**src/smc_map.svh**
```systemverilog
`ifndef SMC_MAP_SVH
`define SMC_MAP_SVH
`define SMC_CLK_NS 10
`define SMC_TICK_NS 1000000
`define SMC_DEB_TICKS 3'h4
`define SMC_MENU_HOLD_MS 13'h1388
`define SMC_DOT_HALF_MS 13'h01F4
`define SMC_ALT_MS 13'h0320
`define SMC_STORE_BLINK_MS 13'h07D0
`define SMC_CLR_HOLD_MS 13'h03E8
`define SMC_HOLD_SAT 13'h1FFF
`define SMC_CODE_MIN 6'h01
`define SMC_ADDR_DEF 6'h01
`define SMC_ADDR_MAX 6'h20
`define SMC_BAUD_DEF 6'h03
`define SMC_BAUD_MAX 6'h03
`define SMC_FMT_DEF 6'h01
`define SMC_FMT_MAX 6'h04
`define SMC_OFS_CTRL 12'h000
`define SMC_OFS_STATUS 12'h004
`define SMC_OFS_SETTINGS 12'h008
`define SMC_OFS_IRQ_STAT 12'h00C
`define SMC_OFS_IRQ_MASK 12'h010
`define SMC_IRQ_MENU 0
`define SMC_IRQ_STORED 1
`define SMC_IRQ_LOCK 2
`define SMC_RESP_OKAY 2'h0
`define SMC_RESP_SLVERR 2'h2
`endif

```
**src/smc_pkg.sv**
```systemverilog
package smc_pkg;
  typedef enum logic [2:0] {
    ST_IDLE = 3'b000,
    ST_MENU = 3'b001,
    ST_PILOT_ARM = 3'b010,
    ST_PILOT_RUN = 3'b011,
    ST_EDIT = 3'b100,
    ST_STORE = 3'b101,
    ST_LOCK = 3'b110
  } smc_state_e;
  typedef enum logic [2:0] {
    IT_PILOT = 3'b000,
    IT_ADDR = 3'b001,
    IT_BAUD = 3'b010,
    IT_FMT = 3'b011,
    IT_INIT = 3'b100
  } smc_item_e;
  typedef enum logic [2:0] {
    DK_SEQ = 3'b000,
    DK_ITEM = 3'b001,
    DK_VALUE = 3'b010,
    DK_DASH = 3'b011,
    DK_ALARM = 3'b100
  } smc_display_select_button_e;
endpackage

```
**src/smc_menu.sv**
```systemverilog
// Contract
// - Enter menu only after 5 s select hold while stopped, start off.
// - Centre dot blinks with 1 s period while in the menu.
// - Select press cycles pilot, address, baud, format, initialise.
// - Reset on pilot item shows dashes; start then runs, code blinking.
// - Pilot test on direct-ignition units drives only main valve 1.
// - Reset on address item shows stored address, default 1; select steps.
// - Reset stores value, item name blinks, then shows steadily.
// - Baud codes 1..3 for 4800/9600/19200, default 3, wrapping.
// - Format codes 1..4, default 1, even/odd parity, one/two stops.
// - Interrupted settings write locks out as E971, display alternating.
// - Clearing that lockout restores address 1, baud 3, format 1.
// - A 200 V unit on 100 V still accepts communication settings.
//
// Chosen here: the AXI4-Lite register port and the address map.
`timescale 1ns/1ps
`include "smc_map.svh"
module smc_menu import smc_pkg::*; #(
  parameter int unsigned TICK_CYCLES = `SMC_TICK_NS / `SMC_CLK_NS
) (
  input wire logic sys_clk,
  input wire logic nrst,
  input wire logic display_select_button,
  input wire logic reset_button,
  input wire logic start_in,
  input wire logic seq_stopped,
  input wire logic nv_write_done,
  input wire logic commit_abort,
  input wire logic [11:0] s_axi_awaddr,
  input wire logic s_axi_awvalid,
  output logic s_axi_awready,
  input wire logic [31:0] s_axi_wdata,
  input wire logic [3:0] s_axi_wstrb,
  input wire logic s_axi_wvalid,
  output logic s_axi_wready,
  output logic [1:0] s_axi_bresp,
  output logic s_axi_bvalid,
  input wire logic s_axi_bready,
  input wire logic [11:0] s_axi_araddr,
  input wire logic s_axi_arvalid,
  output logic s_axi_arready,
  output logic [31:0] s_axi_rdata,
  output logic [1:0] s_axi_rresp,
  output logic s_axi_rvalid,
  input wire logic s_axi_rready,
  output logic menu_active,
  output logic dot_on,
  output smc_display_select_button_e display_select_button_kind,
  output smc_item_e display_select_button_item,
  output logic [5:0] display_select_button_value,
  output logic display_select_button_flash,
  output logic alt_sub,
  output logic pilot_run,
  output logic main_valve1_only,
  output logic nv_write_req,
  output logic comm_lockout,
  output logic [5:0] station_addr,
  output logic [1:0] baud_code,
  output logic [2:0] fmt_code,
  output logic irq
);
  logic [16:0] tick_cnt, next_tick_cnt;
  logic tick, next_tick;
  wire logic [1:0] btn_raw = {reset_button, display_select_button};
  wire logic [1:0] db;
  wire logic [1:0] press;
  wire logic [12:0] hold [2];
  smc_state_e state, next_state;
  smc_item_e item, next_item;
  logic [5:0] edit, next_edit;
  logic [12:0] tmr, next_tmr, bcnt, next_bcnt;
  logic done_seen, next_done_seen, direct_ign, next_direct_ign;
  logic [5:0] next_station_addr;
  logic [1:0] next_baud_code;
  logic [2:0] next_fmt_code;
  logic next_dot_on, next_alt_sub, next_display_select_button_flash;
  smc_display_select_button_e next_display_select_button_kind;
  logic [5:0] next_display_select_button_value;
  logic [2:0] ev, irq_stat, next_irq_stat, irq_mask, next_irq_mask;
  logic display_select_button_hit, clr_hit;

  // The millisecond tick paces debounce, hold timing and all blinking.
  always_comb begin
    next_tick = (tick_cnt == 17'(TICK_CYCLES - 1));
    next_tick_cnt = next_tick ? 17'h0 : tick_cnt + 17'h1;
  end
  always_ff @(posedge sys_clk or negedge nrst) begin
    if (!nrst) begin
      tick_cnt <= 17'h0;
      tick <= 1'b0;
    end else begin
      tick_cnt <= next_tick_cnt;
      tick <= next_tick;
    end
  end

  for (genvar g = 0; g < 2; g++) begin : g_btn
    logic [2:0] cnt, next_cnt;
    logic db_q, next_db, press_q;
    logic [12:0] hold_q, next_hold;
    always_comb begin
      next_cnt = cnt;
      next_db = db_q;
      next_hold = hold_q;
      if (tick) begin
        if (btn_raw[g] == db_q) begin
          next_cnt = 3'h0;
        end else if (cnt == `SMC_DEB_TICKS - 3'h1) begin
          next_cnt = 3'h0;
          next_db = btn_raw[g];
        end else begin
          next_cnt = cnt + 3'h1;
        end
        if (db_q && hold_q != `SMC_HOLD_SAT) begin
          next_hold = hold_q + 13'h1;
        end
      end
      if (!next_db) begin
        next_hold = 13'h0;
      end
    end
    always_ff @(posedge sys_clk or negedge nrst) begin
      if (!nrst) begin
        cnt <= 3'h0;
        db_q <= 1'b0;
        press_q <= 1'b0;
        hold_q <= 13'h0;
      end else begin
        cnt <= next_cnt;
        db_q <= next_db;
        press_q <= next_db & ~db_q;
        hold_q <= next_hold;
      end
    end
    assign db[g] = db_q;
    assign press[g] = press_q;
    assign hold[g] = hold_q;
  end

  always_comb begin
    display_select_button_hit = tick && db[0] && hold[0] == `SMC_MENU_HOLD_MS - 13'h1;
    clr_hit = tick && db[1] && hold[1] == `SMC_CLR_HOLD_MS - 13'h1;
    next_state = state;
    next_item = item;
    next_edit = edit;
    next_tmr = (tick && tmr != `SMC_HOLD_SAT) ? tmr + 13'h1 : tmr;
    next_done_seen = done_seen | nv_write_done;
    next_station_addr = station_addr;
    next_baud_code = baud_code;
    next_fmt_code = fmt_code;
    ev = 3'h0;
    case (state)
      ST_IDLE: begin
        if (display_select_button_hit && seq_stopped && !start_in) begin
          next_state = ST_MENU;
          next_item = IT_PILOT;
          ev[`SMC_IRQ_MENU] = 1'b1;
        end
      end
      ST_MENU: begin
        if (display_select_button_hit) begin
          next_state = ST_IDLE;
        end else if (press[1]) begin
          case (item)
            IT_PILOT: next_state = ST_PILOT_ARM;
            IT_ADDR: next_edit = station_addr;
            IT_BAUD: next_edit = {4'h0, baud_code};
            IT_FMT: next_edit = {3'h0, fmt_code};
            default: next_edit = `SMC_CODE_MIN;
          endcase
          if (item == IT_INIT) begin
            next_state = ST_STORE;
            next_tmr = 13'h0;
            next_done_seen = 1'b0;
          end else if (item != IT_PILOT) begin
            next_state = ST_EDIT;
          end
        end else if (press[0]) begin
          next_item = (item == IT_INIT) ? IT_PILOT
            : smc_item_e'(item + 3'h1);
        end
      end
      ST_PILOT_ARM: begin
        if (start_in) begin
          next_state = ST_PILOT_RUN;
        end
      end
      ST_PILOT_RUN: begin
        if (!start_in) begin
          next_state = ST_PILOT_ARM;
        end
      end
      ST_EDIT: begin
        if (press[1]) begin
          // Commits ignore the supply level, so a 200 V unit on 100 V works.
          next_state = ST_STORE;
          next_tmr = 13'h0;
          next_done_seen = 1'b0;
        end else if (press[0]) begin
          case (item)
            IT_ADDR: next_edit = (edit == `SMC_ADDR_MAX) ? `SMC_CODE_MIN
              : edit + 6'h01;
            IT_BAUD: next_edit = (edit == `SMC_BAUD_MAX) ? `SMC_CODE_MIN
              : edit + 6'h01;
            default: next_edit = (edit == `SMC_FMT_MAX) ? `SMC_CODE_MIN
              : edit + 6'h01;
          endcase
        end
      end
      ST_STORE: begin
        // An abort mid-write leaves settings half written, so lock out.
        if (commit_abort) begin
          next_state = ST_LOCK;
          ev[`SMC_IRQ_LOCK] = 1'b1;
        end else if (done_seen && tmr >= `SMC_STORE_BLINK_MS) begin
          next_state = ST_MENU;
          ev[`SMC_IRQ_STORED] = 1'b1;
          case (item)
            IT_ADDR: next_station_addr = edit;
            IT_BAUD: next_baud_code = edit[1:0];
            IT_FMT: next_fmt_code = edit[2:0];
            default: begin
              next_station_addr = `SMC_ADDR_DEF;
              next_baud_code = 2'(`SMC_BAUD_DEF);
              next_fmt_code = 3'(`SMC_FMT_DEF);
            end
          endcase
        end
      end
      ST_LOCK: begin
        if (clr_hit) begin
          next_state = ST_IDLE;
          next_station_addr = `SMC_ADDR_DEF;
          next_baud_code = 2'(`SMC_BAUD_DEF);
          next_fmt_code = 3'(`SMC_FMT_DEF);
        end
      end
      default: next_state = ST_IDLE;
    endcase
    next_bcnt = (tick) ? bcnt + 13'h1 : bcnt;
    next_dot_on = dot_on;
    next_alt_sub = alt_sub;
    if (next_state == ST_LOCK) begin
      if (tick && bcnt == `SMC_ALT_MS - 13'h1) begin
        next_bcnt = 13'h0;
        next_alt_sub = ~alt_sub;
      end
    end else if (tick && bcnt == `SMC_DOT_HALF_MS - 13'h1) begin
      next_bcnt = 13'h0;
      next_dot_on = ~dot_on;
    end
    if (next_state == ST_IDLE || next_state == ST_LOCK) begin
      next_dot_on = 1'b0;
    end
    if (next_state != ST_LOCK) begin
      next_alt_sub = 1'b0;
    end
    next_display_select_button_value = next_edit;
    next_display_select_button_flash = 1'b0;
    case (next_state)
      ST_MENU: next_display_select_button_kind = DK_ITEM;
      ST_EDIT: next_display_select_button_kind = DK_VALUE;
      ST_PILOT_ARM: begin
        next_display_select_button_kind = DK_DASH;
        next_display_select_button_flash = 1'b1;
      end
      ST_PILOT_RUN: begin
        next_display_select_button_kind = DK_SEQ;
        next_display_select_button_flash = 1'b1;
      end
      ST_STORE: begin
        next_display_select_button_kind = DK_ITEM;
        next_display_select_button_flash = 1'b1;
      end
      ST_LOCK: next_display_select_button_kind = DK_ALARM;
      default: next_display_select_button_kind = DK_SEQ;
    endcase
  end
  always_ff @(posedge sys_clk or negedge nrst) begin
    if (!nrst) begin
      state <= ST_IDLE;
      item <= IT_PILOT;
      edit <= `SMC_CODE_MIN;
      tmr <= 13'h0;
      bcnt <= 13'h0;
      done_seen <= 1'b0;
      station_addr <= `SMC_ADDR_DEF;
      baud_code <= 2'(`SMC_BAUD_DEF);
      fmt_code <= 3'(`SMC_FMT_DEF);
      menu_active <= 1'b0;
      dot_on <= 1'b0;
      alt_sub <= 1'b0;
      display_select_button_kind <= DK_SEQ;
      display_select_button_item <= IT_PILOT;
      display_select_button_value <= `SMC_CODE_MIN;
      display_select_button_flash <= 1'b0;
      pilot_run <= 1'b0;
      main_valve1_only <= 1'b0;
      nv_write_req <= 1'b0;
      comm_lockout <= 1'b0;
    end else begin
      state <= next_state;
      item <= next_item;
      edit <= next_edit;
      tmr <= next_tmr;
      bcnt <= next_bcnt;
      done_seen <= next_done_seen;
      station_addr <= next_station_addr;
      baud_code <= next_baud_code;
      fmt_code <= next_fmt_code;
      menu_active <= next_state != ST_IDLE && next_state != ST_LOCK;
      dot_on <= next_dot_on;
      alt_sub <= next_alt_sub;
      display_select_button_kind <= next_display_select_button_kind;
      display_select_button_item <= next_item;
      display_select_button_value <= next_display_select_button_value;
      display_select_button_flash <= next_display_select_button_flash;
      pilot_run <= next_state == ST_PILOT_RUN;
      // The next mode bit keeps the valve flag in step with a mode write.
      main_valve1_only <= next_state == ST_PILOT_RUN &&
        next_direct_ign;
      nv_write_req <= next_state == ST_STORE && !next_done_seen;
      comm_lockout <= next_state == ST_LOCK;
    end
  end

  logic aw_got, next_aw_got, w_got, next_w_got;
  logic [11:0] waddr, next_waddr;
  logic [7:0] wbyte, next_wbyte;
  logic wlane, next_wlane, next_irq;
  logic next_awready, next_wready, next_bvalid, next_arready, next_rvalid;
  logic [1:0] next_bresp, next_rresp;
  logic [31:0] next_rdata;
  always_comb begin
    next_aw_got = aw_got;
    next_w_got = w_got;
    next_waddr = waddr;
    next_wbyte = wbyte;
    next_wlane = wlane;
    next_bvalid = s_axi_bvalid && !s_axi_bready;
    next_bresp = s_axi_bresp;
    next_direct_ign = direct_ign;
    next_irq_mask = irq_mask;
    next_irq_stat = irq_stat | ev;
    if (s_axi_awvalid && s_axi_awready) begin
      next_aw_got = 1'b1;
      next_waddr = s_axi_awaddr;
    end
    if (s_axi_wvalid && s_axi_wready) begin
      next_w_got = 1'b1;
      next_wbyte = s_axi_wdata[7:0];
      next_wlane = s_axi_wstrb[0];
    end
    if (aw_got && w_got && !s_axi_bvalid) begin
      next_aw_got = 1'b0;
      next_w_got = 1'b0;
      next_bvalid = 1'b1;
      next_bresp = `SMC_RESP_OKAY;
      case (waddr)
        `SMC_OFS_CTRL: if (wlane) next_direct_ign = wbyte[0];
        `SMC_OFS_IRQ_STAT: if (wlane) next_irq_stat =
          (irq_stat & ~wbyte[2:0]) | ev;
        `SMC_OFS_IRQ_MASK: if (wlane) next_irq_mask = wbyte[2:0];
        `SMC_OFS_STATUS, `SMC_OFS_SETTINGS: next_bresp = `SMC_RESP_OKAY;
        default: next_bresp = `SMC_RESP_SLVERR;
      endcase
    end
    next_awready = !next_aw_got && !next_bvalid;
    next_wready = !next_w_got && !next_bvalid;
    next_rvalid = s_axi_rvalid && !s_axi_rready;
    next_rdata = s_axi_rdata;
    next_rresp = s_axi_rresp;
    if (s_axi_arvalid && s_axi_arready) begin
      next_rvalid = 1'b1;
      next_rresp = `SMC_RESP_OKAY;
      case (s_axi_araddr)
        `SMC_OFS_CTRL: next_rdata = {31'h0, direct_ign};
        `SMC_OFS_STATUS: next_rdata = {24'h0, comm_lockout, item, 1'b0, state};
        `SMC_OFS_SETTINGS: next_rdata = {17'h0, fmt_code, 2'h0, baud_code,
          2'h0, station_addr};
        `SMC_OFS_IRQ_STAT: next_rdata = {29'h0, irq_stat};
        `SMC_OFS_IRQ_MASK: next_rdata = {29'h0, irq_mask};
        default: begin
          next_rdata = 32'h0;
          next_rresp = `SMC_RESP_SLVERR;
        end
      endcase
    end
    next_arready = !next_rvalid;
    next_irq = |(next_irq_stat & next_irq_mask);
  end
  always_ff @(posedge sys_clk or negedge nrst) begin
    if (!nrst) begin
      aw_got <= 1'b0;
      w_got <= 1'b0;
      waddr <= 12'h0;
      wbyte <= 8'h0;
      wlane <= 1'b0;
      direct_ign <= 1'b0;
      irq_stat <= 3'h0;
      irq_mask <= 3'h0;
      irq <= 1'b0;
      s_axi_awready <= 1'b0;
      s_axi_wready <= 1'b0;
      s_axi_bvalid <= 1'b0;
      s_axi_bresp <= 2'h0;
      s_axi_arready <= 1'b0;
      s_axi_rvalid <= 1'b0;
      s_axi_rdata <= 32'h0;
      s_axi_rresp <= 2'h0;
    end else begin
      aw_got <= next_aw_got;
      w_got <= next_w_got;
      waddr <= next_waddr;
      wbyte <= next_wbyte;
      wlane <= next_wlane;
      direct_ign <= next_direct_ign;
      irq_stat <= next_irq_stat;
      irq_mask <= next_irq_mask;
      irq <= next_irq;
      s_axi_awready <= next_awready;
      s_axi_wready <= next_wready;
      s_axi_bvalid <= next_bvalid;
      s_axi_bresp <= next_bresp;
      s_axi_arready <= next_arready;
      s_axi_rvalid <= next_rvalid;
      s_axi_rdata <= next_rdata;
      s_axi_rresp <= next_rresp;
    end
  end
endmodule

```
**config.mk**
```make
export PLATFORM = sky130hd
export DESIGN_NAME = smc_menu
export DESIGN_NICKNAME = d
export VERILOG_FILES = /design/src/smc_pkg.sv /design/src/smc_menu.sv
export VERILOG_INCLUDE_DIRS = /design/src
export SDC_FILE = /design/constraint.sdc
export NUM_CORES = 1
export LEC_CHECK = 0
export BUFFER_PORTS_ARGS = -buffer_cell sky130_fd_sc_hd__buf_4
export CAP_MARGIN = 20
export CORE_UTILIZATION = 30
export DETAILED_ROUTE_END_ITERATION = 8
export SLEW_MARGIN = 20
export SYNTH_ARGS = -nofsm -noshare
export SYNTH_HDL_FRONTEND = slang
export SYNTH_SLANG_ARGS = --single-unit
export TNS_END_PERCENT = 50
```
**constraint.sdc**
```tcl
create_clock -name sys_clk -period 5.33 [get_ports sys_clk]
set_input_delay 0 -clock sys_clk [delete_from_list [all_inputs] [get_ports sys_clk]]
set_output_delay 0 -clock sys_clk [all_outputs]
set_load 0.01 [all_outputs]
```
* Word level (Yosys, flattened, before mapping)
Index checks and enable logic that the tools add are counted.
** Storage, ports and cells
- Bits in registers :: 182
- Input bits :: 73
- Output and inout bits :: 73
- Logic and storage cells :: 298
** Operators by class
- Add/subtract/negate cells :: 9
- $lt $le $gt $ge :: 1
- Eq/ne operators :: 59
- Mux-type cells :: 108
- Bitwise gates (word level) :: 12
- Reduce and logical (&&, ||, !) cells :: 64
** Operators with widths (count)
- 13-bit 2-to-1 mux :: 15
- 3-bit 2-to-1 mux :: 30
- 15-bit one-hot mux with 5 select lines :: 1
- 6-bit 2-to-1 mux :: 10
- 13-bit by 1-bit adder with 13-bit output (second input constant) :: 4
- 12-bit by 4-bit == test with 1-bit output (second input constant) :: 4
- 6-bit one-hot mux with 2 select lines :: 4
- 13-bit != test (second input constant) :: 3
- 2-bit != test (second input constant) :: 16
- 1-bit 2-to-1 mux :: 31
- 13-bit by 10-bit == test with 1-bit output (second input constant) :: 2
- 13-bit one-hot mux with 2 select lines :: 1
- 12-bit by 3-bit == test with 1-bit output (second input constant) :: 2
- 12-bit by 5-bit == test with 1-bit output (second input constant) :: 2
- 3-bit by 2-bit == test with 1-bit output (second input constant) :: 8
- 1-bit logical AND :: 24
- 12-bit logical NOT :: 2
- 6-bit one-hot mux with 4 select lines :: 1
- 3-bit == test (second input constant) :: 7
- 3-bit one-hot mux with 7 select lines :: 1
- 5-bit AND reduction :: 4
- 3-bit one-hot mux with 2 select lines :: 3
- 17-bit by 1-bit adder with 17-bit output (second input constant) :: 1
- 17-bit == test (second input constant) :: 1
- 33 further kinds :: 76

* Logic depth before layout (Yosys ltp)
Gate-level depths: netlist (run 1).
- Depth after elaboration :: 12
- Mapped depth :: 8
- Gate-level depth less buffers :: 7

* Worst setup path before layout (run 1)
OpenSTA, ideal clock, no wires.
- Path type :: flip-flop to flip-flop
- Start :: reg g_btn[1].hold_q[0]
- End :: reg station_addr[1]
- Data arrival time :: 1.938 ns
- Path slack :: 3.267 ns
- Cell stages (with the launch flop) :: 8
- Path buffers :: 1
- Cell sequence :: dfrtp_1 -> ha_1 -> and3_1 -> buf_2 -> nand4_2 -> a22o_1 -> a311oi_4 -> mux2_4
** Between the ends
- Word-level cells in the longest chain between the ends :: 4
** RTL lines
- from (decl) :: line smc_menu.sv:100 : logic [12:0] hold_q, next_hold;
- from (signal assigned) :: line smc_menu.sv:132 : hold_q <= next_hold;
- 13-bit by 10-bit == test with 1-bit output :: line smc_menu.sv:142 : clr_hit = tick && db[1] && hold[1] == `SMC_CLR_HOLD_MS - 13'h1;
- 1-bit logical AND :: line smc_menu.sv:142
- 2-bit != test (no source line)
- 5-bit AND reduction (no source line)
- to (signal assigned) :: line smc_menu.sv:287 : station_addr <= `SMC_ADDR_DEF;
- to (signal assigned) :: line smc_menu.sv:308 : station_addr <= next_station_addr;
- to (decl) :: line smc_menu.sv:57 : output logic [5:0] station_addr,
Every way passes these cells.
A chain may end at the register's enable or synchronous reset.

* Final worst setup path (run 1)
- Start :: reg tick
- End :: reg station_addr[2]
** Between the ends
- Word-level cells in the longest chain between the ends :: 4
** RTL lines
- from (decl) :: line smc_menu.sv:63 : logic tick, next_tick;
- from (signal assigned) :: line smc_menu.sv:93 : tick <= next_tick;
- 1-bit logical AND (2 in a row) :: line smc_menu.sv:142
- 2-bit != test (no source line)
- 5-bit AND reduction (no source line)
Every way passes these cells.

==> results_dict.tcl, run 1 <==
set metrics [dict create \
    wirelength_um 18500 \
    fin_crit_ns 2.75 \
    grt_pass1_wl_um 30900 \
    maxCapViolations 0 \
    synth_area_um2 8240 \
    clockRootBuffer "clkbuf_16" \
    tightestPinTransition_ns 0.975 \
    ys_seq_elements 161 \
    port_buffers 92 \
    antenna_cells 0 \
    hold_viol 0 \
    cts_buffers 17 \
    clock_skew_ns 0.00965 \
    synth_cell_types 85 \
    finalSetupViolations 0 \
    cp-end-kind "flop" \
    syn_inst 799 \
    drive_above_1_share_pct 19.6 \
    fmax_mhz 364 \
    p_leak_nw 4.54 \
    gr-usage-all-layers_pct 13.7 \
    gp_congestion 0.807 \
    dr.pass1.iters 6 \
    synth_edf_count 0 \
    syn_to_final_growth_pct 22.6 \
    finalWorstSetupSlack_ns 2.58 \
    vias_per_cell 4.93 \
    reg2reg_depth 5 \
    cts_resized 0 \
    min_path_cells 4 \
    period_share_pct 51.5 \
    die-area_um2 28100 \
    slew_viol_final 0 \
    cp-startpoint "tick$_DFF_PN0_" \
    rows 60 \
    r2r_start "tick$_DFF_PN0_" \
    hold_path.class "in2reg" \
    grt_max_degree 106 \
    drtAntennaViolNets 0 \
    layout.cells.non_filler 1271 \
    fp.dieW_um 168 \
    nets 1005 \
    dp_cells 1208 \
    grt_setup_unrepaired "false" \
    vias 6265 \
    post_cts_buffers 0 \
    cts_hold_buffers 31 \
    ir_drop_mv 0.183 \
    synth.avg_cell_area_um2 10.3 \
    relSlewSlack_pct 33.1 \
    status "finished, final reports clean" \
    required_ns 5.64 \
    async_reset_ff_share_pct 100 \
    io_pins 146 \
    ys_warn_count 0 \
    p_per_area_nw_per_um2 289 \
    initial_core_util_pct 30.6 \
    cts_tree "yes" \
    fill_cells 2651 \
    dp_slack_ns 2.56 \
    drc 0 \
    coreArea_um2 27000 \
    synthFlopType "dfrtp_1" \
    grt_antenna_before_repair 0 \
    drt-initial-drc-count 411 \
    critPathArrivalTime_ns 3.06 \
    htreeDepth 4 \
    clkLatencyLatePin_ns 0.42 \
    critPathKind "reg2reg" \
    hold_start "s_axi_araddr[3]" \
    clock-sinks 161 \
    tns_ns 0 \
    path_clk_slew_ns 0.07 \
    overflow 0 \
    grt_pass1_vias 6007 \
    hpwl_um 13000 \
    die-height_um 168 \
    critPathLaunchType "flop" \
    seq_area_frac_synth_pct 49.0 \
    critPathMaxFanout 21 \
    clk_path_buf_depth 2 \
    wl_per_cell_um 14.5 \
]
## where the power goes
part / switching, mW / total [mW] / internal, mW / leakage, nW
Combinational: 0.137 / 0.295 / 0.158 / 2.18
Clock: 0.542 / 1.25 / 0.707 / 0.292
Sequential: 0.0641 / 1.37 / 1.31 / 2.07
Total: 0.743 / 2.92 / 2.17 / 4.54
## metal layers
layer / vias to the layer above / share of wire (%) / wire [um] / track usage, %
li1: 3042 / - / - / -
met1: 3065 / 48 / 8880 / 18.8
met2: 139 / 46 / 8580 / 21.4
met3: 19 / 3.9 / 716 / 2.93
met4: 0 / 1.5 / 286 / 4.59
met5: - / 0 / 0 / 0
## cell usage in the layout, fill, tap and decap left out, types with 28 or more instances in the layout
cell type	instances
buf_4	93
dfrtp_1	156
dlygate4sd3_1	31
inv_1	35
nand2_1	66
nand3_1	36
nand4_1	28
nor2_1	78
o21ai_0	29
xor2_1	36
## state kept, by name, indices dropped and copies added, names as in the netlist, 2 cells and up
register                    flops
g_btn.hold_q                   26
tick_cnt                       17
bcnt                           13
s_axi_rdata                    13
tmr                            13
waddr                          12
edit                            6
g_btn.cnt                       6
station_addr                    6
display_select_button_kind      3
fmt_code                        3
irq_mask                        3
irq_stat                        3
item                            3
state                           3
wbyte                           3
baud_code                       2
g_btn.db_q                      2
g_btn.press_q                   2
## logic make-up (layout without fill, tap and decap cells)
| family | count (synthesis) | in the layout | share of synthesized area [%] |
|---|---|---|---|
| flops | 161 | 161 | 49.0 |
| fa+ha+maj | 15 | 15 | 2.28 |
| compound gates | 111 | 111 | 9.85 |
| xor+xnor | 58 | 58 | 6.16 |
| mux | 45 | 45 | 6.21 |
| other cells | 1 | 21 | 0.0455 |
| buf+inv | 81 | 192 | 4.89 |
| simple gates | 327 | 327 | 21.6 |
## cell usage after synthesis, types with 5 or more instances
master | n | share of area [%]
nand3_1 | 36 | 2.2
and4_1 | 9 | 0.96
a21oi_1 | 19 | 1.2
nand4_1 | 28 | 2.1
nand2b_1 | 8 | 0.61
xor2_1 | 36 | 3.8
inv_1 | 35 | 1.6
buf_4 | 25 | 2.3
o22ai_1 | 5 | 0.38
a31oi_1 | 7 | 0.53
mux2i_1 | 17 | 2.1
or4_1 | 6 | 0.55
dfrtp_1 | 156 | 47
nand3b_1 | 5 | 0.46
nand2_1 | 66 | 3.0
o21ai_0 | 29 | 1.8
and2_1 | 7 | 0.53
o211ai_1 | 5 | 0.46
nor3_1 | 15 | 0.91
nor2b_1 | 13 | 0.99
mux2_2 | 20 | 2.7
and3_1 | 15 | 1.1
nor2_1 | 78 | 3.6
ha_1 | 15 | 2.3
clkbuf_1 | 14 | 0.64
dfstp_2 | 5 | 1.6
xnor2_1 | 22 | 2.3
## critical path: stages (launching register included)
cell,delay (ns)
dfrtp_1,0.79
and4bb_1,0.30
nand4_2,0.15
a22o_1,0.43
a311oi_4,0.60
mux2_4,0.34
## metrics by stage
stage	area [um2]	hold WS [ns]	utilization, %	power [mW]
global route	10100	0.0387	37.5	3.05
global placement	9190	0.200	34.1	1.66
floorplan	8320	-0.296	-	1.56
finish	10100	0.0176	37.5	2.92
CTS	10100	0.00204	37.5	2.95
detailed placement	9190	0.197	34.1	1.66
## worst paths after layout
kind / to / slack [ns]
worst min-delay path: s_axi_rdata[7]$_DFFE_PN0P_ / 0.02
worst max-delay path: station_addr[2]$_DFFE_PN0P_ / 2.58
min in group asynchronous: edit[3]$_DFFE_PN0P_ / 0.28
worst max register to register: station_addr[2]$_DFFE_PN0P_ / 2.58
max in group asynchronous: waddr[0]$_DFFE_PN0P_ / 3.72
worst min register to register: s_axi_rdata[0]$_DFFE_PN0P_ / 0.48
## final cells by class
class                      count  area, um2  area share (%)
inverter                      35        131            1.30
timing repair buffer         125       1020            10.1
clock inverter                15        174            1.72
tap                          341        427            4.22
sequential                   161       4040            39.9
multi-input combinational    577       3890            38.5
clock buffer                  17        425            4.21
Power figures use the tool's default switching activity.
==> run 2: changes to the inputs <==
- ABC_AREA: default -> 1
- clock period: 5.33 -> 2.58 ns (I/O delays scaled with it)
==> run 2 against run 1 <==
  * Utilization up 0.64 points
  * Area after synthesis up 2.0%
  * Wire length up 8.4%
  * Flip-flop and latch count unchanged
  * Final cell count is 25% higher
  * Die area grew 2.0%
  * Worst hold slack worse by 0.013 ns
  * Critical endpoint is now fmt_code[2]$_DFFE_PN0P_
==> results_dict.tcl, run 2 <==
set metrics [dict create \
    ys_warn_count 0 \
    cp-startpoint "item[1]$_DFFE_PN0P_" \
    critPathKind "reg2reg" \
    layout.cells.non_filler 1584 \
    relSlewSlack_pct 52.4 \
    cp-end-kind "flop" \
    vias 7301 \
    synth.most_common_cell "nand2_1" \
    io_pins 146 \
    critPathArrivalTime_ns 2.28 \
    syn_inst 1060 \
    hold_start "commit_abort" \
    dp_cells 1520 \
    synth.avg_cell_area_um2 7.93 \
    grt_antenna_before_repair 0 \
    drive_above_1_share_pct 14.2 \
    drc 0 \
    ys_seq_elements 161 \
    tightestPinTransition_ns 0.714 \
    p_int_mw 4.43 \
    r2r_start "item[1]$_DFFE_PN0P_" \
    async_reset_ff_share_pct 100 \
    die-height_um 169 \
    wirelength_um 20000 \
    regMostFlops "g_btn.hold_q" \
    synth_area_um2 8410 \
    reg_top3 "g_btn.hold_q x26, tick_cnt x17" \
    cts_buffers 17 \
    overflow 0 \
    coreArea_um2 27300 \
    critPathLaunchType "flop" \
    status "finished, final reports clean" \
    synthFlopType "dfrtp_1" \
    clkLatencyLatePin_ns 0.43 \
    comb_power_share_pct 11.8 \
    synth_cell_types 50 \
    fp.dieW_um 169 \
    synth_area_leaders "dfrtp_1 (46%), nand2_1 (11%), inv_1 (6.1%)" \
    grt_pass1_wl_um 33300 \
    clock-sinks 161 \
    hold_viol 0 \
    finalSetupViolations 0 \
    maxCapViolations 0 \
    switching_share_pct 26.4 \
    synth_top_area_cell "dfrtp_1" \
    rrSetupSlack_ns 0.61 \
    grt_setup_unrepaired "false" \
    fin_crit_ns 1.97 \
    synthTopCellsByCount "nand2_1 (247), dfrtp_1 (156), inv_1 (137), nor2_1 (114), nand3_1 (76)" \
    nets 1286 \
    port_buffers 92 \
    synth_edf_count 0 \
    critPathMaxFanout 7 \
    syn_to_final_growth_pct 23.5 \
    fmax_mhz 508 \
    finalWorstSetupSlack_ns 0.613 \
    required_ns 2.89 \
    fill_cells 2798 \
    tns_ns 0 \
    p_per_area_nw_per_um2 580 \
    slew_viol_final 0 \
    die-area_um2 28700 \
    grt_pass1_vias 6968 \
    initial_core_util_pct 30.9 \
    reg2reg_to "fmt_code[2]$_DFFE_PN0P_" \
    grt_max_degree 75 \
    drtAntennaViolNets 0 \
    clk_path_buf_depth 2 \
    holdPathEnd "irq_stat[1]$_DFF_PN0_" \
    total_power_mw 6.02 \
    dr.pass1.iters 6 \
    final_cell_mix "nand2_1 (247), dfrtp_1 (156), inv_1 (137)" \
    p_switching_mw 1.59 \
    largest_reg_flops 26 \
    reg2reg_depth 10 \
    p_leak_nw 4.89 \
    wl_per_cell_um 12.6 \
    hold_path.class "in2reg" \
    cts_tree "yes" \
    clockPowerShare_pct 41.6 \
    seq_area_frac_synth_pct 48.0 \
    hpwl_um 14800 \
    pwr-share-seq_pct 46.6 \
    htreeDepth 4 \
    gr-usage-all-layers_pct 14.4 \
    drt-initial-drc-count 506 \
    ir_drop_mv 0.335 \
    clock_skew_ns 0.0111 \
    period_share_pct 76.2 \
    timing.hold.ws_ns 0.00418 \
    dp_slack_ns 0.656 \
    vias_per_cell 4.61 \
    yosys.area.top_type_share_pct 46.4 \
    clockRootBuffer "clkbuf_16" \
    mostFrequentLayoutCell "nand2_1" \
    min_path_cells 4 \
    path_clk_slew_ns 0.07 \
    gp_congestion 0.857 \
    rows 60 \
]
-- run 2: cell count changes after synthesis, sizes merged, moves of 12 or more --
cell   delta
and3     -15
a21oi    +20
mux2     -27
o31ai    +12
nor2     +39
nand3    +39
nand2   +187
mux2i    -18
nor3     +21
nor2b    -13
xnor2    -19
o21ai    +40
inv     +112
-- run 2: final cells by class --
cell class	count	area [um2]	area share (%)
clock inverter	11	119	1.14
multi-input combinational	739	3680	35.4
antenna	1	2.50	0.0241
timing repair buffer	130	1070	10.3
sequential	161	4040	38.8
tap	372	465	4.48
clock buffer	21	460	4.43
inverter	149	559	5.38
-- run 2: power groups by stage --
stage / registers (mW) / clock network (mW) / logic (mW)
floorplan: 2.85 / 0 / 0.355
global placement: 2.85 / 0 / 0.612
detailed placement: 2.85 / 0 / 0.620
CTS: 2.81 / 2.58 / 0.721
global route: 2.83 / 2.68 / 0.815
finish: 2.81 / 2.51 / 0.710
-- run 2: worst max-delay path by stage --
stage                                    endpoint  slack (ns)  cells past startpoint
final                     fmt_code[2]$_DFFE_PN0P_        0.61                     10
after global routing             tmr[6]$_DFF_PN0_        0.46                      9
after CTS                    waddr[9]$_DFFE_PN0P_        0.64                      5
after detailed placement  fmt_code[2]$_DFFE_PN0P_        0.66                     10
after global placement    fmt_code[2]$_DFFE_PN0P_        0.71                     10
after floorplan           fmt_code[1]$_DFFE_PN0P_        0.93                     10
-- run 2: routing by layer --
layer	track usage (%)	vias up	routed length [um]	share of wire, %
met5	0	-	0	0
met4	4.78	0	368	1.8
met2	23.4	188	9250	46
met3	3.40	30	1020	5.1
met1	19.0	3391	9370	47
li1	-	3692	-	-
-- run 2: kinds of logic after synthesis --
| kind of cell | synth area share (%) |
|---|---|
| other | 0.0446 |
| xor gates and xnor gates | 2.92 |
| and+or+nand+nor | 27.5 |
| DFF | 48.0 |
| buffers and inverters | 9.19 |
| AOI/OAI and AO/OA | 10.1 |
| adders and majority gates | 2.23 |
-- run 2: metrics by stage --
stage | util, % | area, um2
global placement | 34.8 | 9500
finish | 38.1 | 10400
CTS | 38.1 | 10400
global route | 38.1 | 10400
floorplan | - | 8490
detailed placement | 34.8 | 9500
-- run 2: repair_timing --
item | 4_1_cts | 5_1_grt
endpoints found under the hold margin | 106 | 0
resized for setup | 0 | 0
setup buffers | 0 | 0
hold buffers | 31 | 0
-- run 2: worst max-delay path, stage by stage, from the launching register on --
cell and delay, ns:
dfrtp_1 0.48, inv_1 0.12, ha_1 0.21, nand2_1 0.18, inv_1 0.16, nor2_1 0.16, inv_1 0.08, o21ai_0 0.14
nand2_1 0.16, nand2_1 0.09, o21ai_0 0.07
==> run 3: changes to the inputs <==
- clock period: 2.58 -> 1.9 ns (I/O delays scaled with it)
==> run 3 against run 2 <==
  * Combinational power grew 41%
  * Final area is 2.7% higher
  * Worst setup slack worse by 0.52 ns
  * Fmax increased by 8.7%
  * Critical endpoint is now display_select_button_kind[0]$_DFF_PN0_
  * Clock power up 41%
  * Flip-flop and latch count did not move
  * Sequential power is 36% higher
  * Critical path depth fell by 2
  * Clock-buffer cell count decreased by 3
  * Worst hold slack better by 0.010 ns
  * Clock skew is 0.0013 ns higher
  * Wire length rose by 2.2%
==> results_dict.tcl, run 3 (synthesis gave the netlist of run 2 again) <==
set metrics [dict create \
    multi_input_area_um2 3720 \
    io_pins 146 \
    drive_above_1_share_pct 17.0 \
    cp_slowest_cell "dfrtp_2" \
    comb_power_share_pct 12.0 \
    clockPowerShare_pct 42.4 \
    required_ns 2.25 \
    gp_congestion 0.864 \
    fp.dieW_um 169 \
    antenna_cells 0 \
    cts_buffers 17 \
    final_cell_mix "nand2_1 (247), dfrtp_1 (154), inv_1 (137)" \
    clockRootBuffer "clkbuf_16" \
    clock_skew_ns 0.0124 \
    relSlewSlack_pct 64.0 \
    coreArea_um2 27300 \
    gr-usage-all-layers_pct 14.7 \
    crit_path_max_incr_delay_ns 0.44 \
    critPathArrivalTime_ns 2.16 \
    critPathLaunchType "flop" \
    cts_tree "yes" \
    path_depth 8 \
    cp-end-kind "flop" \
    die-height_um 169 \
    drt-initial-drc-count 478 \
    ir_drop_mv 0.520 \
    clock-sinks 161 \
    die-area_um2 28700 \
    reg2reg_depth 8 \
    vias_per_cell 4.59 \
    critPathMaxFanout 6 \
    maxCapViolations 0 \
    dr.pass1.iters 5 \
    min_path_cells 6 \
    regArea_um2 4040 \
    regMostFlops "g_btn.hold_q" \
    grt_pass1_vias 7085 \
    critPathMostFrequentCell "nand2_1" \
    nets 1310 \
    hold_viol 0 \
    vias 7372 \
    path_cells "inv_1 -> ha_1 -> nand2_1 -> nor3_1 -> a21oi_2 -> buf_4 -> or2_1 -> nand2_1" \
    wl_per_cell_um 12.7 \
    drc 0 \
    p_leak_nw 5.02 \
    hold_path.class "in2reg" \
    clk_path_buf_depth 2 \
    critical-path-top-delay-family "simple AND/OR/NAND/NOR gates" \
    path_clk_slew_ns 0.07 \
    slew_viol_final 0 \
    fill_cells 2743 \
    fmax_mhz 553 \
    status "finished, final reports clean" \
    wirelength_um 20400 \
    hpwl_um 15200 \
    p_switching_mw 2.21 \
    pwr-share-seq_pct 45.7 \
    tns_ns 0 \
    tightestPinTransition_ns 0.540 \
    critPathKind "reg2reg" \
    period_share_pct 95.2 \
    htreeDepth 4 \
    p_per_area_nw_per_um2 784 \
    drtAntennaViolNets 0 \
    worst-path-buf-inv 2 \
    grt_antenna_before_repair 0 \
    switching_share_pct 26.5 \
    grt_max_degree 56 \
    initial_core_util_pct 30.9 \
    largest_reg_flops 26 \
    overflow 0 \
    fin_crit_ns 1.81 \
    syn_to_final_growth_pct 26.9 \
    post-route-util_pct 39.2 \
    clkLatencyLatePin_ns 0.43 \
    port_buffers 92 \
    grt_setup_unrepaired "true" \
    mostFrequentLayoutCell "nand2_1" \
    finalSetupViolations 0 \
    reg_top3 "g_btn.hold_q x26, tick_cnt x17" \
    rows 60 \
    grt_pass1_wl_um 33900 \
    p_int_mw 6.15 \
]
## run 3: repair_timing
item / CTS / global route
endpoints found under the hold margin: 159 / 0
setup buffers: 0 / 7
hold buffers: 32 / 0
setup endpoints to repair: 0 / 33
resized for setup: 0 / 16
## run 3: stage by stage
| stage | instances | instance area (um2) | power [mW] | hold WS [ns] | setup WS, ns |
|---|---|---|---|---|---|
| 2_1_floorplan | 1080 | 8490 | 4.36 | -0.296 | 0.252 |
| 3_3_place_gp | 1536 | 9640 | 4.73 | 0.00953 | 0.130 |
| 3_5_place_dp | 1536 | 9640 | 4.75 | 0.0100 | 0.123 |
| 4_1_cts | 1600 | 10600 | 8.48 | 0.00379 | 0.0914 |
| 5_1_grt | 1607 | 10700 | 8.80 | 0.0143 | -0.0270 |
| 6_report | 1607 | 10700 | 8.36 | 0.0142 | 0.0906 |
## run 3: per-layer routing
| layer | share of wire, % | GRT usage [%] | wire (um) |
|---|---|---|---|
| met3 | 5.0 | 3.71 | 1010 |
| met4 | 1.3 | 4.15 | 273 |
| met1 | 47 | 19.4 | 9610 |
| met2 | 47 | 23.8 | 9550 |
| met5 | 0 | 0 | 0 |
## run 3: worst reg2reg max path, cell delays in order, from the launching register on
cell and delay [ns]:
dfrtp_2 0.44, inv_1 0.13, ha_1 0.19, nand2_1 0.08
nor3_1 0.29, a21oi_2 0.12, buf_4 0.14, or2_1 0.23
nand2_1 0.12
## run 3: worst paths after layout
| check | start | end | slack [ns] |
|---|---|---|---|
| min in group asynchronous | nrst | tmr[5]$_DFF_PN0_ | 0.14 |
| hold reg to reg | g_btn[0].db_q$_DFF_PN0_ | g_btn[0].press_q$_DFF_PN0_ | 0.45 |
| setup reg to reg | item[0]$_DFFE_PN0P_ | display_select_button_kind[0]$_DFF_PN0_ | 0.09 |
| max in group asynchronous | nrst | item[1]$_DFFE_PN0P_ | 1.08 |
| hold / removal | s_axi_araddr[0] | s_axi_rdata[7]$_DFFE_PN0P_ | 0.01 |
| setup / recovery | item[0]$_DFFE_PN0P_ | display_select_button_kind[0]$_DFF_PN0_ | 0.09 |
## run 3: power by group through the flow
| stage | clock, mW | sequential (mW) | combinational [mW] |
|---|---|---|---|
| global route | 3.81 | 3.85 | 1.14 |
| detailed placement | 0 | 3.88 | 0.869 |
| floorplan | 0 | 3.88 | 0.482 |
| global placement | 0 | 3.87 | 0.855 |
| finish | 3.54 | 3.82 | 1.00 |
| CTS | 3.65 | 3.82 | 1.01 |
## run 3: area by class of cell
type	instances	share of cell area, %
Clock buffer	18	4.11
Clock inverter	14	1.58
Inverter	149	5.24
Multi-Input combinational cell	739	34.9
Sequential cell	161	37.8
Tap cell	372	4.36
Timing Repair Buffer	154	12.0
